`config.mk`:
```
export PLATFORM = sky130hd
export DESIGN_NAME = spc_counter
export DESIGN_NICKNAME = d
export VERILOG_FILES = /design/src/rtl/spc_pkg.sv /design/src/rtl/spc_debounce.sv /design/src/rtl/spc_counter.sv
export SDC_FILE = /design/constraint.sdc
export NUM_CORES = 1
export LEC_CHECK = 0
export BUFFER_PORTS_ARGS = -buffer_cell sky130_fd_sc_hd__buf_2
export CAP_MARGIN = 20
export CELL_PAD_IN_SITES_DETAIL_PLACEMENT = 0
export CELL_PAD_IN_SITES_GLOBAL_PLACEMENT = 1
export CORE_ASPECT_RATIO = 0.5
export CORE_MARGIN = 2
export CORE_UTILIZATION = 40
export CTS_CLUSTER_SIZE = 16
export DETAILED_ROUTE_END_ITERATION = 8
export PLACE_DENSITY = 0.77
export SLEW_MARGIN = 20
export SYNTH_ARGS = -nofsm -noshare
export SYNTH_HDL_FRONTEND = slang
export SYNTH_SLANG_ARGS = --single-unit
export TNS_END_PERCENT = 5
```
`constraint.sdc`:
```
create_clock -name sys_clk -period 4.23 [get_ports sys_clk]
set_input_delay 0.423 -clock sys_clk [delete_from_list [all_inputs] [get_ports sys_clk]]
set_output_delay 0.423 -clock sys_clk [all_outputs]
set_load 0.01 [all_outputs]
```
`src/rtl/spc_pkg.sv`:
```
// Package: constants shared by the single preset counter control logic
package spc_pkg;
	// ****************************************
	// Clock and timing
	// ****************************************
	localparam int CLK_HZ = 20_000_000;
	localparam int MAX_RATE_HZ = 50;
	localparam int REM_RESP_MS = 10;
	localparam int DEB_US = 2000;
	localparam int DEB_CYCLES = CLK_HZ / 1_000_000 * DEB_US;
	localparam int TICK_MS = 10;
	localparam int TICK_CYCLES = CLK_HZ / 1000 * TICK_MS;
	// ****************************************
	// Register map (byte addresses)
	// ****************************************
	localparam logic [7:0] OFS_PRESET = 8'h00;
	localparam logic [7:0] OFS_TIMED = 8'h04;
	localparam logic [7:0] OFS_COUNT = 8'h08;
	localparam logic [7:0] OFS_STATUS = 8'h0C;
	localparam logic [7:0] OFS_CTRL = 8'h10;
	// Status and control fields
	localparam int ST_OUT = 0;
	localparam int ST_MODE_OK = 1;
	localparam int ST_LOCKED = 2;
	localparam int ST_TEST = 3;
	localparam int ST_HOLD = 4;
	localparam int CT_TEST = 0;
	// ****************************************
	// Reset values and encodings
	// ****************************************
	localparam logic [23:0] PRESET_RST = 24'h00_0000;
	localparam logic [15:0] TIMED_DFLT = 16'h0010;
	localparam logic [3:0] MODE_LATCH = 4'h0;
	localparam logic [3:0] MODE_TIMED = 4'h1;
	localparam logic [3:0] MODE_AUTO = 4'h4;
	localparam logic [3:0] BCD_MAX = 4'h9;
	localparam logic [3:0] BCD_ZERO = 4'h0;
	localparam int DIGITS = 6;
	localparam int T_DIGITS = 4;
endpackage

```
`src/rtl/spc_debounce.sv`:
```
// Synchroniser and debounce filter for one active-low contact input
`timescale 1ns/1ps
module spc_debounce #(
	parameter int CYCLES = 40000
) (
	input wire logic sys_clk,
	input wire logic rst_n,
	input wire logic raw_n,
	output logic clean_n
);
	localparam int CW = $clog2(CYCLES + 1);
	logic sync1_ff;
	logic sync2_ff;
	logic [CW-1:0] stab_ff;
	logic clean_ff;

	// Two-stage synchroniser; idle level is high (pulled up)
	always_ff @(posedge sys_clk or negedge rst_n) begin
		if (!rst_n) begin
			sync1_ff <= 1'b1;
			sync2_ff <= 1'b1;
		end else begin
			sync1_ff <= raw_n;
			sync2_ff <= sync1_ff;
		end
	end

	// New level accepted only after it stays put; contact bounce never reaches the counter
	always_ff @(posedge sys_clk or negedge rst_n) begin
		if (!rst_n) begin
			stab_ff <= '0;
			clean_ff <= 1'b1;
		end else if (sync2_ff == clean_ff) begin
			stab_ff <= '0;
		end else if (stab_ff == CW'(CYCLES - 1)) begin
			stab_ff <= '0;
			clean_ff <= sync2_ff;
		end else begin
			stab_ff <= stab_ff + 1'b1;
		end
	end

	assign clean_n = clean_ff;
endmodule

```
`src/rtl/spc_counter.sv`:
```
// Single preset up counter with latched or timed output and switch-selected mode
// Behaviour
// - Every pulse counted up to 50 Hz
// - One increment per low-going count input
// - Remote clear resets count, output within 10ms
// - Held clear keeps reset, ignores pulses
// - Lock refuses preset, timed writes, output test
// - Timed output 0.01 to 99.99 s
// - Default timed value 0.1 s
// - Front button acts only if switch enabled
// - Mode from four switch bits
// - Unsupported mode codes never drive output
// - Auto reset loses no pulse
// - Manual clear overrides every counter state
// - Mode 0: latch at preset, keep counting
// - Mode 1: timed output, keep counting
// - Mode 4: timed output, count back to zero
// - Timer retriggers across auto reset
// - Self-test never disturbs counting
// - Settings reloaded from nonvolatile store
`timescale 1ns/1ps
module spc_counter
	import spc_pkg::*;
#(
	parameter int DEB_CYC = DEB_CYCLES,
	parameter int TICK_CYC = TICK_CYCLES
) (
	input wire logic sys_clk,
	input wire logic rst_n,
	input wire logic count_pulse_n,
	input wire logic remote_clear_n,
	input wire logic program_lock_n,
	input wire logic front_clear_n,
	input wire logic sw_clear_en,
	input wire logic [3:0] sw_mode,
	input wire logic [7:0] reg_addr,
	input wire logic [31:0] reg_wdata,
	input wire logic reg_wr,
	input wire logic reg_rd,
	output logic [31:0] reg_rdata,
	input wire logic nv_valid,
	input wire logic [23:0] nv_preset,
	input wire logic [15:0] nv_timed,
	output logic [23:0] nv_preset_out,
	output logic [15:0] nv_timed_out,
	output logic nv_wr,
	output logic load_out,
	output logic [23:0] count_out
);
	localparam int TW = $clog2(TICK_CYC + 1);

	// ****************************************
	// Input conditioning
	// ****************************************
	logic cnt_lvl_n;
	logic rem_lvl_n;
	logic lock_lvl_n;
	logic btn_lvl_n;
	logic cnt_prev_ff;
	logic cnt_pulse;
	logic clear_act;
	logic locked;

	// Filter is far shorter than half a 50 Hz period, so no pulse is swallowed
	spc_debounce #(.CYCLES(DEB_CYC)) u_deb_cnt (
		.sys_clk(sys_clk),
		.rst_n(rst_n),
		.raw_n(count_pulse_n),
		.clean_n(cnt_lvl_n)
	);
	// Remote clear path delay is the filter time, well under the 10ms response
	spc_debounce #(.CYCLES(DEB_CYC)) u_deb_rem (
		.sys_clk(sys_clk),
		.rst_n(rst_n),
		.raw_n(remote_clear_n),
		.clean_n(rem_lvl_n)
	);
	spc_debounce #(.CYCLES(DEB_CYC)) u_deb_lock (
		.sys_clk(sys_clk),
		.rst_n(rst_n),
		.raw_n(program_lock_n),
		.clean_n(lock_lvl_n)
	);
	spc_debounce #(.CYCLES(DEB_CYC)) u_deb_btn (
		.sys_clk(sys_clk),
		.rst_n(rst_n),
		.raw_n(front_clear_n),
		.clean_n(btn_lvl_n)
	);

	// Falling edge of the clean count level
	always_ff @(posedge sys_clk or negedge rst_n) begin
		if (!rst_n) begin
			cnt_prev_ff <= 1'b1;
		end else begin
			cnt_prev_ff <= cnt_lvl_n;
		end
	end
	assign cnt_pulse = cnt_prev_ff & ~cnt_lvl_n;
	// Button is ignored unless the rear switch enables it
	assign clear_act = ~rem_lvl_n | (sw_clear_en & ~btn_lvl_n);
	assign locked = ~lock_lvl_n;

	// ****************************************
	// Mode decode
	// ****************************************
	logic mode_ok;
	logic timed_mode;
	logic auto_mode;
	// Four switch bits form the code; anything not listed still counts but never hits the preset
	assign mode_ok = (sw_mode == MODE_LATCH) | (sw_mode == MODE_TIMED) | (sw_mode == MODE_AUTO);
	assign timed_mode = (sw_mode == MODE_TIMED) | (sw_mode == MODE_AUTO);
	assign auto_mode = (sw_mode == MODE_AUTO);

	// ****************************************
	// Settings
	// ****************************************
	logic [23:0] preset_ff;
	logic [15:0] timed_ff;
	logic boot_ff;
	logic nv_wr_ff;
	logic test_ff;
	logic [DIGITS-1:0] wd_ok;
	logic [DIGITS-1:0] nvp_ok;
	logic [T_DIGITS-1:0] nvt_ok;
	logic wr_preset;
	logic wr_timed;
	logic nv_take;

	// Per-digit BCD validity of incoming values
	genvar gi;
	generate
		for (gi = 0; gi < DIGITS; gi++) begin : g_chk
			assign wd_ok[gi] = reg_wdata[4*gi+3:4*gi] <= BCD_MAX;
			assign nvp_ok[gi] = nv_preset[4*gi+3:4*gi] <= BCD_MAX;
			if (gi < T_DIGITS) begin : g_t
				assign nvt_ok[gi] = nv_timed[4*gi+3:4*gi] <= BCD_MAX;
			end
		end
	endgenerate

	// Preset and timed writes refused while locked; timed value must be nonzero BCD
	assign wr_preset = reg_wr & (reg_addr == OFS_PRESET) & ~locked & (&wd_ok);
	assign wr_timed = reg_wr & (reg_addr == OFS_TIMED) & ~locked & (&wd_ok[T_DIGITS-1:0])
		& (reg_wdata[15:0] != 16'h0000);
	// Stored image is taken once, just after reset release
	assign nv_take = boot_ff & nv_valid;

	// Preset value
	always_ff @(posedge sys_clk or negedge rst_n) begin
		if (!rst_n) begin
			preset_ff <= PRESET_RST;
		end else if (wr_preset) begin
			preset_ff <= reg_wdata[23:0];
		end else if (nv_take & (&nvp_ok)) begin
			preset_ff <= nv_preset;
		end
	end

	// Timed output value; default stays unless a user value exists
	always_ff @(posedge sys_clk or negedge rst_n) begin
		if (!rst_n) begin
			timed_ff <= TIMED_DFLT;
		end else if (wr_timed) begin
			timed_ff <= reg_wdata[15:0];
		end else if (nv_take & (&nvt_ok) & (nv_timed != 16'h0000)) begin
			timed_ff <= nv_timed;
		end
	end

	// Boot window and store strobe for the nonvolatile image
	always_ff @(posedge sys_clk or negedge rst_n) begin
		if (!rst_n) begin
			boot_ff <= 1'b1;
			nv_wr_ff <= 1'b0;
		end else begin
			boot_ff <= 1'b0;
			nv_wr_ff <= wr_preset | wr_timed;
		end
	end

	// Self-test request; software may set it at any time
	always_ff @(posedge sys_clk or negedge rst_n) begin
		if (!rst_n) begin
			test_ff <= 1'b0;
		end else if (reg_wr & (reg_addr == OFS_CTRL)) begin
			test_ff <= reg_wdata[CT_TEST];
		end
	end

	// ****************************************
	// Six digit counter
	// ****************************************
	logic [23:0] cnt_ff;
	logic [23:0] nxt_cnt;
	logic [DIGITS:0] carry;
	logic hit;

	// Decimal ripple increment, one digit per entry
	assign carry[0] = 1'b1;
	generate
		for (gi = 0; gi < DIGITS; gi++) begin : g_inc
			wire [3:0] dig = cnt_ff[4*gi+3:4*gi];
			assign carry[gi+1] = carry[gi] & (dig == BCD_MAX);
			assign nxt_cnt[4*gi+3:4*gi] = !carry[gi] ? dig :
				(dig == BCD_MAX) ? BCD_ZERO : dig + 4'h1;
		end
	endgenerate

	// Preset event: full six-digit match of the incremented value
	assign hit = cnt_pulse & ~clear_act & mode_ok & (nxt_cnt == preset_ff);

	// Clear outranks everything; auto mode replaces the landing pulse with zero,
	// so the next pulse is counted normally
	always_ff @(posedge sys_clk or negedge rst_n) begin
		if (!rst_n) begin
			cnt_ff <= '0;
		end else if (clear_act) begin
			cnt_ff <= '0;
		end else if (hit & auto_mode) begin
			cnt_ff <= '0;
		end else if (cnt_pulse) begin
			cnt_ff <= nxt_cnt;
		end
	end

	// ****************************************
	// Output timer and latch
	// ****************************************
	logic latch_ff;
	logic [13:0] left_ff;
	logic [TW-1:0] tick_ff;
	logic [13:0] timed_bin;
	logic tick_end;
	logic out_state;
	logic test_on;

	// Hundredths of a second, BCD to binary
	assign timed_bin = 14'(timed_ff[15:12]) * 14'd1000 + 14'(timed_ff[11:8]) * 14'd100
		+ 14'(timed_ff[7:4]) * 14'd10 + 14'(timed_ff[3:0]);
	assign tick_end = (tick_ff == TW'(TICK_CYC - 1));

	// Latched output for mode 0
	always_ff @(posedge sys_clk or negedge rst_n) begin
		if (!rst_n) begin
			latch_ff <= 1'b0;
		end else if (clear_act) begin
			latch_ff <= 1'b0;
		end else if (hit & (sw_mode == MODE_LATCH)) begin
			latch_ff <= 1'b1;
		end
	end

	// Timer reloads on every preset, even mid-run, so back-to-back presets
	// keep the output on without a gap
	always_ff @(posedge sys_clk or negedge rst_n) begin
		if (!rst_n) begin
			left_ff <= '0;
			tick_ff <= '0;
		end else if (clear_act) begin
			left_ff <= '0;
			tick_ff <= '0;
		end else if (hit & timed_mode) begin
			left_ff <= timed_bin;
			tick_ff <= '0;
		end else if (left_ff != 14'd0) begin
			tick_ff <= tick_end ? '0 : tick_ff + 1'b1;
			if (tick_end) begin
				left_ff <= left_ff - 14'd1;
			end
		end
	end

	// Test only forces the pin; counter and timer run untouched
	assign test_on = test_ff & ~locked;
	assign out_state = mode_ok & (latch_ff | (left_ff != 14'd0));
	assign load_out = out_state | test_on;
	assign count_out = cnt_ff;
	assign nv_preset_out = preset_ff;
	assign nv_timed_out = timed_ff;
	assign nv_wr = nv_wr_ff;

	// ****************************************
	// Register read port
	// ****************************************
	logic [31:0] rdata_ff;
	logic [31:0] rd_mux;
	logic [31:0] status;

	always_comb begin
		status = '0;
		status[ST_OUT] = out_state;
		status[ST_MODE_OK] = mode_ok;
		status[ST_LOCKED] = locked;
		status[ST_TEST] = test_on;
		status[ST_HOLD] = clear_act;
	end

	// Unmapped offsets read as zero
	always_comb begin
		case (reg_addr)
			OFS_PRESET: rd_mux = {8'h00, preset_ff};
			OFS_TIMED: rd_mux = {16'h0000, timed_ff};
			OFS_COUNT: rd_mux = {8'h00, cnt_ff};
			OFS_STATUS: rd_mux = status;
			OFS_CTRL: rd_mux = {31'h0000_0000, test_ff};
			default: rd_mux = '0;
		endcase
	end

	// Data valid only in the cycle after the read strobe
	always_ff @(posedge sys_clk or negedge rst_n) begin
		if (!rst_n) begin
			rdata_ff <= '0;
		end else begin
			rdata_ff <= reg_rd ? rd_mux : 32'h0000_0000;
		end
	end
	assign reg_rdata = rdata_ff;
endmodule

```
==> results of run 1 <==
[cell families (layout without fill, tap and decap cells)]
| logic type | after synthesis | count (layout) | share of synthesized area |
|---|---|---|---|
| adders and majority gates | 84 | 84 | 0.0918 |
| buffers and inverters | 132 | 325 | 0.0442 |
| xor gates and xnor gates | 106 | 106 | 0.0723 |
| and+or+nand+nor | 550 | 550 | 0.222 |
| other | 1 | 9 | 0.000292 |
| DFF | 201 | 201 | 0.393 |
| AOI/OAI and AO/OA | 225 | 225 | 0.107 |
| muxes | 86 | 86 | 0.0689 |
[power by group]
group          internal [mW]  switching [mW]
Clock                   1.01           0.779
Sequential              2.04           0.200
Combinational           2.99            2.77
[worst max-delay path, delay by kind of cell (launching register included)]
family	cells	cell delay [ns]
mux	2	0.51
fa+ha+maj	7	2.25
buf+inv	3	0.21
flops	1	0.43
compound gates	3	0.57
[per-layer routing]
layer	routed length, um	track usage
met1	15700	0.273
met2	17400	0.368
met3	1660	0.0332
met4	805	0.0510
met5	9	0
[cell usage in the layout (no fill, tap or decap), drive strengths merged, types with 6 or more instances in the layout]
master / instances
dfstp: 15
nor2: 185
nand2: 92
mux2: 9
clkbuf: 33
a21oi: 79
a21o: 8
nor3: 49
o22ai: 7
or3: 16
xnor2: 58
nand3: 59
nor3b: 6
a211oi: 6
nand3b: 11
and3b: 6
dfrtp: 186
or4: 7
buf: 222
and3: 26
conb: 9
nand4: 27
nor4b: 6
mux2i: 76
fa: 17
nor4: 20
nor2b: 14
o21ai: 73
ha: 67
inv: 63
a31oi: 9
a22oi: 11
xor2: 48
[flip-flops by register name, indices dropped and copies added (netlist names), 14 cells and up]
register / count
left_ff: 14
nv_preset_out: 24
u_deb_lock.stab_ff: 16
u_deb_cnt.stab_ff: 16
u_deb_rem.stab_ff: 16
nv_timed_out: 16
tick_ff: 18
u_deb_btn.stab_ff: 16
reg_rdata: 24
count_out: 24
[through the flow]
stage	instance area [sq um]	TNS [ns]
final	15200	0
after global routing	15200	-0.0313
after CTS	15000	0
after detailed placement	14300	-0.188
after global placement	14300	-0.0273
after floorplan	12900	-0.0304
[cell usage after synthesis, types with 6 or more instances]
cell type | n | share of area
a21o_1 | 8 | 0.0047
a21oi_1 | 78 | 0.030
a22oi_1 | 11 | 0.0064
a31oi_1 | 9 | 0.0044
and3_1 | 26 | 0.013
and3b_1 | 6 | 0.0041
buf_4 | 12 | 0.0070
clkbuf_1 | 49 | 0.014
dfrtp_1 | 186 | 0.36
dfstp_2 | 15 | 0.031
fa_1 | 17 | 0.027
ha_1 | 67 | 0.065
inv_1 | 62 | 0.018
mux2_2 | 9 | 0.0079
mux2i_1 | 76 | 0.059
nand2_1 | 92 | 0.027
nand3_1 | 59 | 0.023
nand3b_1 | 10 | 0.0058
nand4_1 | 25 | 0.012
nor2_1 | 184 | 0.054
nor2b_1 | 14 | 0.0068
nor3_1 | 40 | 0.016
nor3_2 | 9 | 0.0070
nor3b_1 | 6 | 0.0035
nor4_1 | 18 | 0.0088
nor4b_1 | 6 | 0.0041
o21ai_0 | 72 | 0.028
o22ai_1 | 7 | 0.0034
or3_1 | 16 | 0.0078
or4_1 | 7 | 0.0041
xnor2_1 | 58 | 0.040
xor2_1 | 48 | 0.033
[worst paths after layout]
kind	startpoint	to	slack, ns	depth (start not counted)
max in group asynchronous	rst_n	u_deb_lock.clean_n$_DFFE_PN1P_	3.22	2
max reg2reg	nv_timed_out[13]$_DFFE_PN0P_	left_ff[12]$_DFFE_PN0P_	0.14	15
min	rst_n	u_deb_btn.stab_ff[10]$_DFF_PN0_	-0.03	1
max	nv_timed_out[13]$_DFFE_PN0P_	left_ff[12]$_DFFE_PN0P_	0.14	15
min reg2reg	u_deb_btn.sync1_ff$_DFF_PN1_	u_deb_btn.sync2_ff$_DFF_PN1_	0.36	0
min in group sys_clk	remote_clear_n	u_deb_rem.sync1_ff$_DFF_PN1_	0.02	1
[final cells by class]
| class | instances | area (sq um) |
|---|---|---|
| clock inverter | 5 | 56.3 |
| timing repair buffer | 226 | 1290 |
| tap | 432 | 541 |
| sequential | 201 | 5050 |
| fill | 3036 | 16400 |
| clock buffer | 32 | 577 |
| inverter | 62 | 233 |
| multi-input combinational | 1060 | 7470 |
[what timing repair did]
item | CTS | global route
gates resized for setup | 6 | 34
buffers inserted | 6 | 5
endpoints found under the setup margin | 3 | 4
pin swaps | 6 | 23
hold buffers | 3 | 0
endpoints found under the hold margin | 3 | 0
==> results.sh, run 1 <==
export IMPL_clockBufferDepth=3
export IMPL_cp_slowest_cell="fa_2"
export IMPL_power_total_mw=9.78
export IMPL_grt_max_degree=100
export IMPL_clock_latency_ns=0.51
export IMPL_max_cap_violations=0
export IMPL_cts_sinks=201
export IMPL_crit_arrival_ns=4.48
export IMPL_ys_ff_latch=201
export IMPL_syn_inst=1385
export IMPL_synth_edf_count=0
export IMPL_drt_wirelength_per_cell_um=17.7
export IMPL_place_gp_congestion=0.915
export IMPL_fin_ws_ns=0.141
export IMPL_rsz0062_at_grt="true"
export IMPL_overflow=0
export IMPL_final_hold_violation_count=11
export IMPL_max_freq_mhz=245
export IMPL_core_sq_um=31700
export IMPL_final_util=0.480
export IMPL_rows=46
export IMPL_yosysSeqAreaShare=0.393
export IMPL_critPathMaxFanout=3
export IMPL_synthFlopType="dfrtp_1"
export IMPL_cts_root_buf="clkbuf_16"
export IMPL_worstSetupPathType="reg -> reg"
export IMPL_post_synth_cell_area_avg_sq_um=9.27
export IMPL_via_per_inst=5.43
export IMPL_die_width_um=257
export IMPL_finalNetCount=1750
export IMPL_cts_buffers=21
export IMPL_slew_viol_final=0
export IMPL_p_per_area_nw_per_um2=643
export IMPL_dieArea_sq_um=33600
export IMPL_drt_iter0_markers=620
export IMPL_final_setup_skew_ns=0.0119
export IMPL_cts_tree="yes"
export IMPL_worst_ep_required_time_ns=4.62
export IMPL_tightest_slew_ns=0.966
export IMPL_area_growth_syn_to_layout_pct=18.5
export IMPL_hold_class="in -> async"
export IMPL_dpl_worst_slack_ns=-0.0832
export IMPL_synth_async_reset_ratio=1.00
export IMPL_die_h_um=131
export IMPL_power_static_leakage_nw=6.80
export IMPL_grt_pass1_wl_um=56400
export IMPL_detail_route_drc_violations=0
export IMPL_relSlewSlack=0.356
export IMPL_syn_area_sq_um=12800
export IMPL_ir_worst_vdd_mv=0.921
export IMPL_setup_viol_count_final=0
export IMPL_drt_pre_antenna_iters=5
export IMPL_io_buffers=175
export IMPL_cp_end_kind="flip-flop"
export IMPL_ys_warnings_count=0
export IMPL_start_util=0.406
export IMPL_antennaDiodeCount=0
export IMPL_num_vias=11000
export IMPL_crit_chain="buf_6, ha_2, ha_1, ha_2, inv_2, fa_2, inv_2, fa_1, ha_4, ha_4, o21a_4, o41ai_4, mux2i_1, a31oi_1, mux2_4"
export IMPL_ioPinCount=192
export IMPL_holdWs_ns=-0.0337
export IMPL_violations="negative hold slack"
export IMPL_ant_nets=0
export IMPL_period_needed_ns=4.09
export IMPL_wl_um=35600
export IMPL_antenna_found_initial=1
export IMPL_period_share=0.967
export IMPL_clk_pin_slew_ns=0.07
export IMPL_grt_pass1_vias=10600
export IMPL_dp_hpwl_um=26600
export IMPL_critPathLaunchType="flip-flop"
export IMPL_grt_total_usage=0.209
export IMPL_drive_above_1_share=0.216
export IMPL_synth_cell_types=72
export IMPL_cpPeakStageDelay_ns=0.56
export IMPL_place_inst=1967
export IMPL_final_cells=2018
export IMPL_htreeDepth=1
export IMPL_status="complete, but fails checks"
Power figures use the tool's default switching activity.
==> inputs of run 2 (changes only) <==
Settings changed: PLACE_DENSITY 0.77 to not set, PLACE_DENSITY_LB_ADDON set to 0.1.
==> run 2 against run 1 <==
The flow now finishes without violations. Die area stayed put. Clock power is 6% higher. Clock-buffer cell count is 3 lower. Combinational power is 3.8% lower.
==> results.sh, run 2 (synthesized netlist as in run 1, its figures left out) <==
export IMPL_clk_pin_slew_ns=0.06
export IMPL_cts_tree="yes"
export IMPL_antenna_found_initial=1
export IMPL_finalNetCount=1755
export IMPL_ir_worst_vdd_mv=0.781
export IMPL_period_share=0.965
export IMPL_critPathMaxFanout=5
export IMPL_io_buffers=175
export IMPL_num_vias=10900
export IMPL_drt_pre_antenna_iters=5
export IMPL_drt_wirelength_per_cell_um=18.2
export IMPL_drive_above_1_share=0.214
export IMPL_ant_nets=0
export IMPL_worst_ep_required_time_ns=4.62
export IMPL_grt_pass1_vias=10300
export IMPL_period_needed_ns=4.08
export IMPL_area_growth_syn_to_layout_pct=18.9
export IMPL_holdWs_ns=0.0260
export IMPL_hold_class="in -> reg"
export IMPL_final_setup_skew_ns=0.0161
export IMPL_cts_root_buf="clkbuf_16"
export IMPL_crit_arrival_ns=4.48
export IMPL_grt_max_degree=126
export IMPL_regToRegEndpoint="left_ff[12]$_DFFE_PN0P_"
export IMPL_core_sq_um=31700
export IMPL_relSlewSlack=0.438
export IMPL_rows=46
export IMPL_detail_route_drc_violations=0
export IMPL_critPathLaunchType="flip-flop"
export IMPL_drt_iter0_markers=644
export IMPL_clockBufferDepth=3
export IMPL_worstRegToRegCells=16
export IMPL_die_h_um=131
export IMPL_crit_reg2reg_launch="nv_timed_out[13]$_DFFE_PN0P_"
export IMPL_layout_common_cells="184 x dfrtp_1, 183 x nor2_1, 174 x buf_2"
export IMPL_clock_latency_ns=0.52
export IMPL_dieArea_sq_um=33600
export IMPL_htreeDepth=1
export IMPL_place_gp_congestion=0.866
export IMPL_nFillCells=3071
export IMPL_r2r_slack_ns=0.15
export IMPL_worstSetupPathType="reg -> reg"
export IMPL_tightest_slew_ns=0.835
export IMPL_power_total_mw=9.66
export IMPL_max_freq_mhz=245
export IMPL_wl_um=36900
export IMPL_overflow=0
export IMPL_final_common_cell="dfrtp_1"
export IMPL_min_from="front_clear_n"
export IMPL_status="completed"
export IMPL_p_per_area_nw_per_um2=633
export IMPL_ioPinCount=192
export IMPL_start_util=0.406
export IMPL_grt_total_usage=0.216
export IMPL_grt_pass1_wl_um=57600
export IMPL_cts_buffers=21
export IMPL_final_hold_violation_count=0
export IMPL_power_static_leakage_nw=6.84
export IMPL_setup_viol_count_final=0
export IMPL_die_width_um=257
export IMPL_hold_end="u_deb_btn.sync1_ff$_DFF_PN1_"
export IMPL_slew_viol_final=0
export IMPL_dp_hpwl_um=27600
export IMPL_max_cap_violations=0
export IMPL_cts_sinks=201
export IMPL_via_per_inst=5.38
export IMPL_hold_depth=1
export IMPL_cp_end_kind="flip-flop"
## run 2: changes by cell type in the layout (fill, tap and decap cells not counted), moves of 2 or more
cell,change
buf_4,+5
ha_4,-2
ha_1,+3
inv_2,-2
clkbuf_1,-5
buf_6,-2
inv_1,+2
## run 2: layout make-up
type	instances	area, sq um	share of cell area
timing repair buffer	231	1350	0.0885
clock inverter	8	96.3	0.00631
clock buffer	29	586	0.0384
sequential	201	5050	0.331
inverter	62	233	0.0152
tap	432	541	0.0354
multi-input combinational	1060	7400	0.485
antenna	1	2.50	0.000164
## run 2: worst max-delay path by stage
stage	to	depth (start not counted)	slack (ns)	start
floorplan	left_ff[13]$_DFFE_PN0P_	17	-0.03	nv_timed_out[13]$_DFFE_PN0P_
global placement	left_ff[13]$_DFFE_PN0P_	17	-0.05	nv_timed_out[13]$_DFFE_PN0P_
detailed placement	left_ff[13]$_DFFE_PN0P_	17	-0.05	nv_timed_out[13]$_DFFE_PN0P_
CTS	left_ff[12]$_DFFE_PN0P_	21	0.005	nv_timed_out[13]$_DFFE_PN0P_
global route	left_ff[13]$_DFFE_PN0P_	16	-0.01	nv_timed_out[13]$_DFFE_PN0P_
finish	left_ff[12]$_DFFE_PN0P_	16	0.15	nv_timed_out[13]$_DFFE_PN0P_
## run 2: repair_timing
item,CTS,global route
buffers inserted,3,3
pin swaps,3,18
gates resized for setup,3,23
hold endpoints to repair,2,30
hold buffers,2,1
endpoints found under the setup margin,3,4
## run 2: power by group
group	switching, mW	internal [mW]	total, mW
Sequential	0.191	2.04	2.23
Combinational	2.63	2.89	5.53
Clock	0.810	1.09	1.90
Total	3.64	6.03	9.66
## run 2: worst max-delay path: stages (launching register included)
cell and delay (ns):
dfrtp_2 0.43, buf_6 0.13, ha_2 0.18, fa_1 0.54, inv_2 0.05, fa_1 0.52
inv_1 0.05, fa_1 0.39, ha_1 0.33, ha_4 0.26, buf_4 0.13, nor3_1 0.15
nor2_1 0.12, o41ai_4 0.08, mux2i_1 0.23, a31oi_1 0.11, mux2_4 0.27
## run 2: stage by stage
step / setup WS (ns) / instances / cell area (sq um) / utilization / setup TNS [ns]
2_1_floorplan: -0.0304 / 1393 / 12900 / - / -0.0304
3_3_place_gp: -0.0532 / 1977 / 14300 / 0.453 / -0.0703
3_5_place_dp: -0.0550 / 1977 / 14300 / 0.453 / -0.109
4_1_cts: 0.00515 / 2019 / 15100 / 0.477 / 0
5_1_grt: -0.0122 / 2024 / 15300 / 0.482 / -0.0122
6_report: 0.148 / 2024 / 15300 / 0.482 / 0
## run 2: per-layer routing
metal / share of wire / routed length (um) / GRT usage / up-vias
li1: - / - / - / 5240
met1: 0.46 / 17000 / 0.293 / 5355
met2: 0.48 / 17500 / 0.362 / 212
met3: 0.034 / 1250 / 0.0297 / 75
met4: 0.031 / 1160 / 0.0666 / 0
met5: 0 / 0 / 0 / -
==> inputs of run 3 (changes only) <==
Settings changed: CTS_BUF_LIST set to sky130_fd_sc_hd__clkbuf_16.
==> run 3 against run 2 <==
Sequential cell count unchanged. Clock power down 4%. Setup slack better by 0.0025 ns. Highest routed layer unchanged. Design area down 0.20%. Largest cell class unchanged. Routed wire length down 0.16%.
==> results.sh, run 3 (synthesized netlist as in run 1, its figures left out) <==
export IMPL_final_common_cell="dfrtp_1"
export IMPL_area_growth_syn_to_layout_pct=18.7
export IMPL_seq_area_sq_um=5050
export IMPL_start_util=0.406
export IMPL_hold_class="in -> reg"
export IMPL_final_util=0.481
export IMPL_overflow=0
export IMPL_htreeDepth=1
export IMPL_ant_nets=0
export IMPL_via_per_inst=5.37
export IMPL_worst_ep_required_time_ns=4.62
export IMPL_die_width_um=257
export IMPL_grt_total_usage=0.216
export IMPL_clk_pin_slew_ns=0.06
export IMPL_finalNetCount=1755
export IMPL_core_sq_um=31700
export IMPL_wl_um=36900
export IMPL_status="completed"
export IMPL_power_static_leakage_nw=6.85
export IMPL_power_total_mw=9.58
export IMPL_critPathMaxFanout=5
export IMPL_final_setup_skew_ns=0.0114
export IMPL_ir_worst_vdd_mv=0.781
export IMPL_grt_pass1_wl_um=57700
export IMPL_slew_viol_final=0
export IMPL_nFillCells=3074
export IMPL_drt_pre_antenna_iters=5
export IMPL_clock_latency_ns=0.52
export IMPL_cts_sinks=201
export IMPL_max_freq_mhz=245
export IMPL_worstSetupStartpoint="nv_timed_out[13]$_DFFE_PN0P_"
export IMPL_layout_common_cells="184 x dfrtp_1, 183 x nor2_1, 174 x buf_2"
export IMPL_cp_end_kind="flip-flop"
export IMPL_r2r_slack_ns=0.15
export IMPL_drt_wirelength_per_cell_um=18.2
export IMPL_tns_ns=0
export IMPL_drt_iter0_markers=691
export IMPL_period_share=0.964
export IMPL_tightest_slew_ns=0.802
export IMPL_critPathLaunchType="flip-flop"
export IMPL_grt_pass1_vias=10300
export IMPL_crit_arrival_ns=4.47
export IMPL_die_h_um=131
export IMPL_p_per_area_nw_per_um2=629
export IMPL_ioPinCount=192
export IMPL_antenna_found_initial=1
export IMPL_cts_root_buf="clkbuf_16"
export IMPL_relSlewSlack=0.460
export IMPL_max_cap_violations=0
export IMPL_num_vias=10900
export IMPL_clockBufferDepth=3
export IMPL_multi_input_comb_area_sq_um=7400
export IMPL_cts_buffers=21
export IMPL_io_buffers=175
export IMPL_rows=46
export IMPL_place_gp_congestion=0.866
export IMPL_drive_above_1_share=0.212
export IMPL_detail_route_drc_violations=0
export IMPL_dieArea_sq_um=33600
export IMPL_cts_tree="yes"
export IMPL_grt_max_degree=126
export IMPL_period_needed_ns=4.08
export IMPL_min_from="front_clear_n"
export IMPL_setup_viol_count_final=0
export IMPL_crit_reg2reg_launch="nv_timed_out[13]$_DFFE_PN0P_"
export IMPL_worstSetupPathType="reg -> reg"
export IMPL_final_hold_violation_count=0
export IMPL_dp_hpwl_um=27600
run 3: cell count changes in the layout (fill, tap and decap cells not counted), sizes merged:
cell    before  now
clkbuf      29   21
clkinv       5    8
inv         62   67
run 3: timing repair:
item                                    in CTS  in global routing
resized for setup                            3                 23
pin swaps                                    3                 18
hold buffers                                 2                  1
endpoints found under the setup margin       3                  4
endpoints found under the hold margin        2                 30
buffers inserted                             3                  3
run 3: final cells by class:
| cell class | count | share of cell area |
|---|---|---|
| Clock inverter | 16 | 0.00830 |
| Multi-Input combinational cell | 1060 | 0.486 |
| Sequential cell | 201 | 0.332 |
| Tap cell | 432 | 0.0355 |
| Timing Repair Buffer | 231 | 0.0886 |
| Antenna cell | 1 | 0.000164 |
| Clock buffer | 21 | 0.0345 |
| Inverter | 62 | 0.0153 |
run 3: per-layer routing:
layer	GRT usage	vias to the layer above	wire length (um)
met5	0	-	0
met4	0.0663	0	1100
met3	0.0309	66	1520
met2	0.362	212	17500
met1	0.293	5359	16700
li1	-	5230	-
run 3: path summary, 6_finish.rpt:
| path | end | cells past startpoint |
|---|---|---|
| worst max-delay path | left_ff[12]$_DFFE_PN0P_ | 16 |
| worst min-delay path | u_deb_btn.sync1_ff$_DFF_PN1_ | 1 |
| worst max register to register | left_ff[12]$_DFFE_PN0P_ | 16 |
| worst min register to register | u_deb_btn.sync2_ff$_DFF_PN1_ | 0 |
| max in group asynchronous | nv_preset_out[18]$_DFFE_PN0P_ | 4 |
| min in group asynchronous | u_deb_rem.stab_ff[8]$_DFF_PN0_ | 2 |
run 3: worst max-delay path, stage by stage, from the launching register on:
cell and delay (ns):
dfrtp_2 0.43, buf_6 0.13, ha_2 0.18, fa_1 0.54
inv_2 0.05, fa_1 0.52, inv_1 0.05, fa_1 0.39
ha_1 0.33, ha_4 0.26, buf_4 0.13, nor3_1 0.15
nor2_1 0.12, o41ai_4 0.08, mux2i_1 0.23, a31oi_1 0.11
mux2_4 0.27
run 3: report_power, final:
group / internal [mW] / switching [mW] / total [mW]
combinational: 2.89 / 2.63 / 5.53
sequential: 2.04 / 0.188 / 2.23
clock: 1.02 / 0.803 / 1.83
total: 5.96 / 3.62 / 9.58
run 3: stage by stage:
| stage | instance area [sq um] | worst slack [ns] | cells | hold slack (ns) |
|---|---|---|---|---|
| finish | 15200 | 0.150 | 2024 | 0.0260 |
| floorplan | 12900 | -0.0304 | 1393 | 0.127 |
| detailed placement | 14300 | -0.0550 | 1977 | 0.347 |
| global route | 15200 | -0.0121 | 2024 | 0.0100 |
| CTS | 15100 | 0.00621 | 2019 | 0.00600 |
| global placement | 14300 | -0.0532 | 1977 | 0.348 |
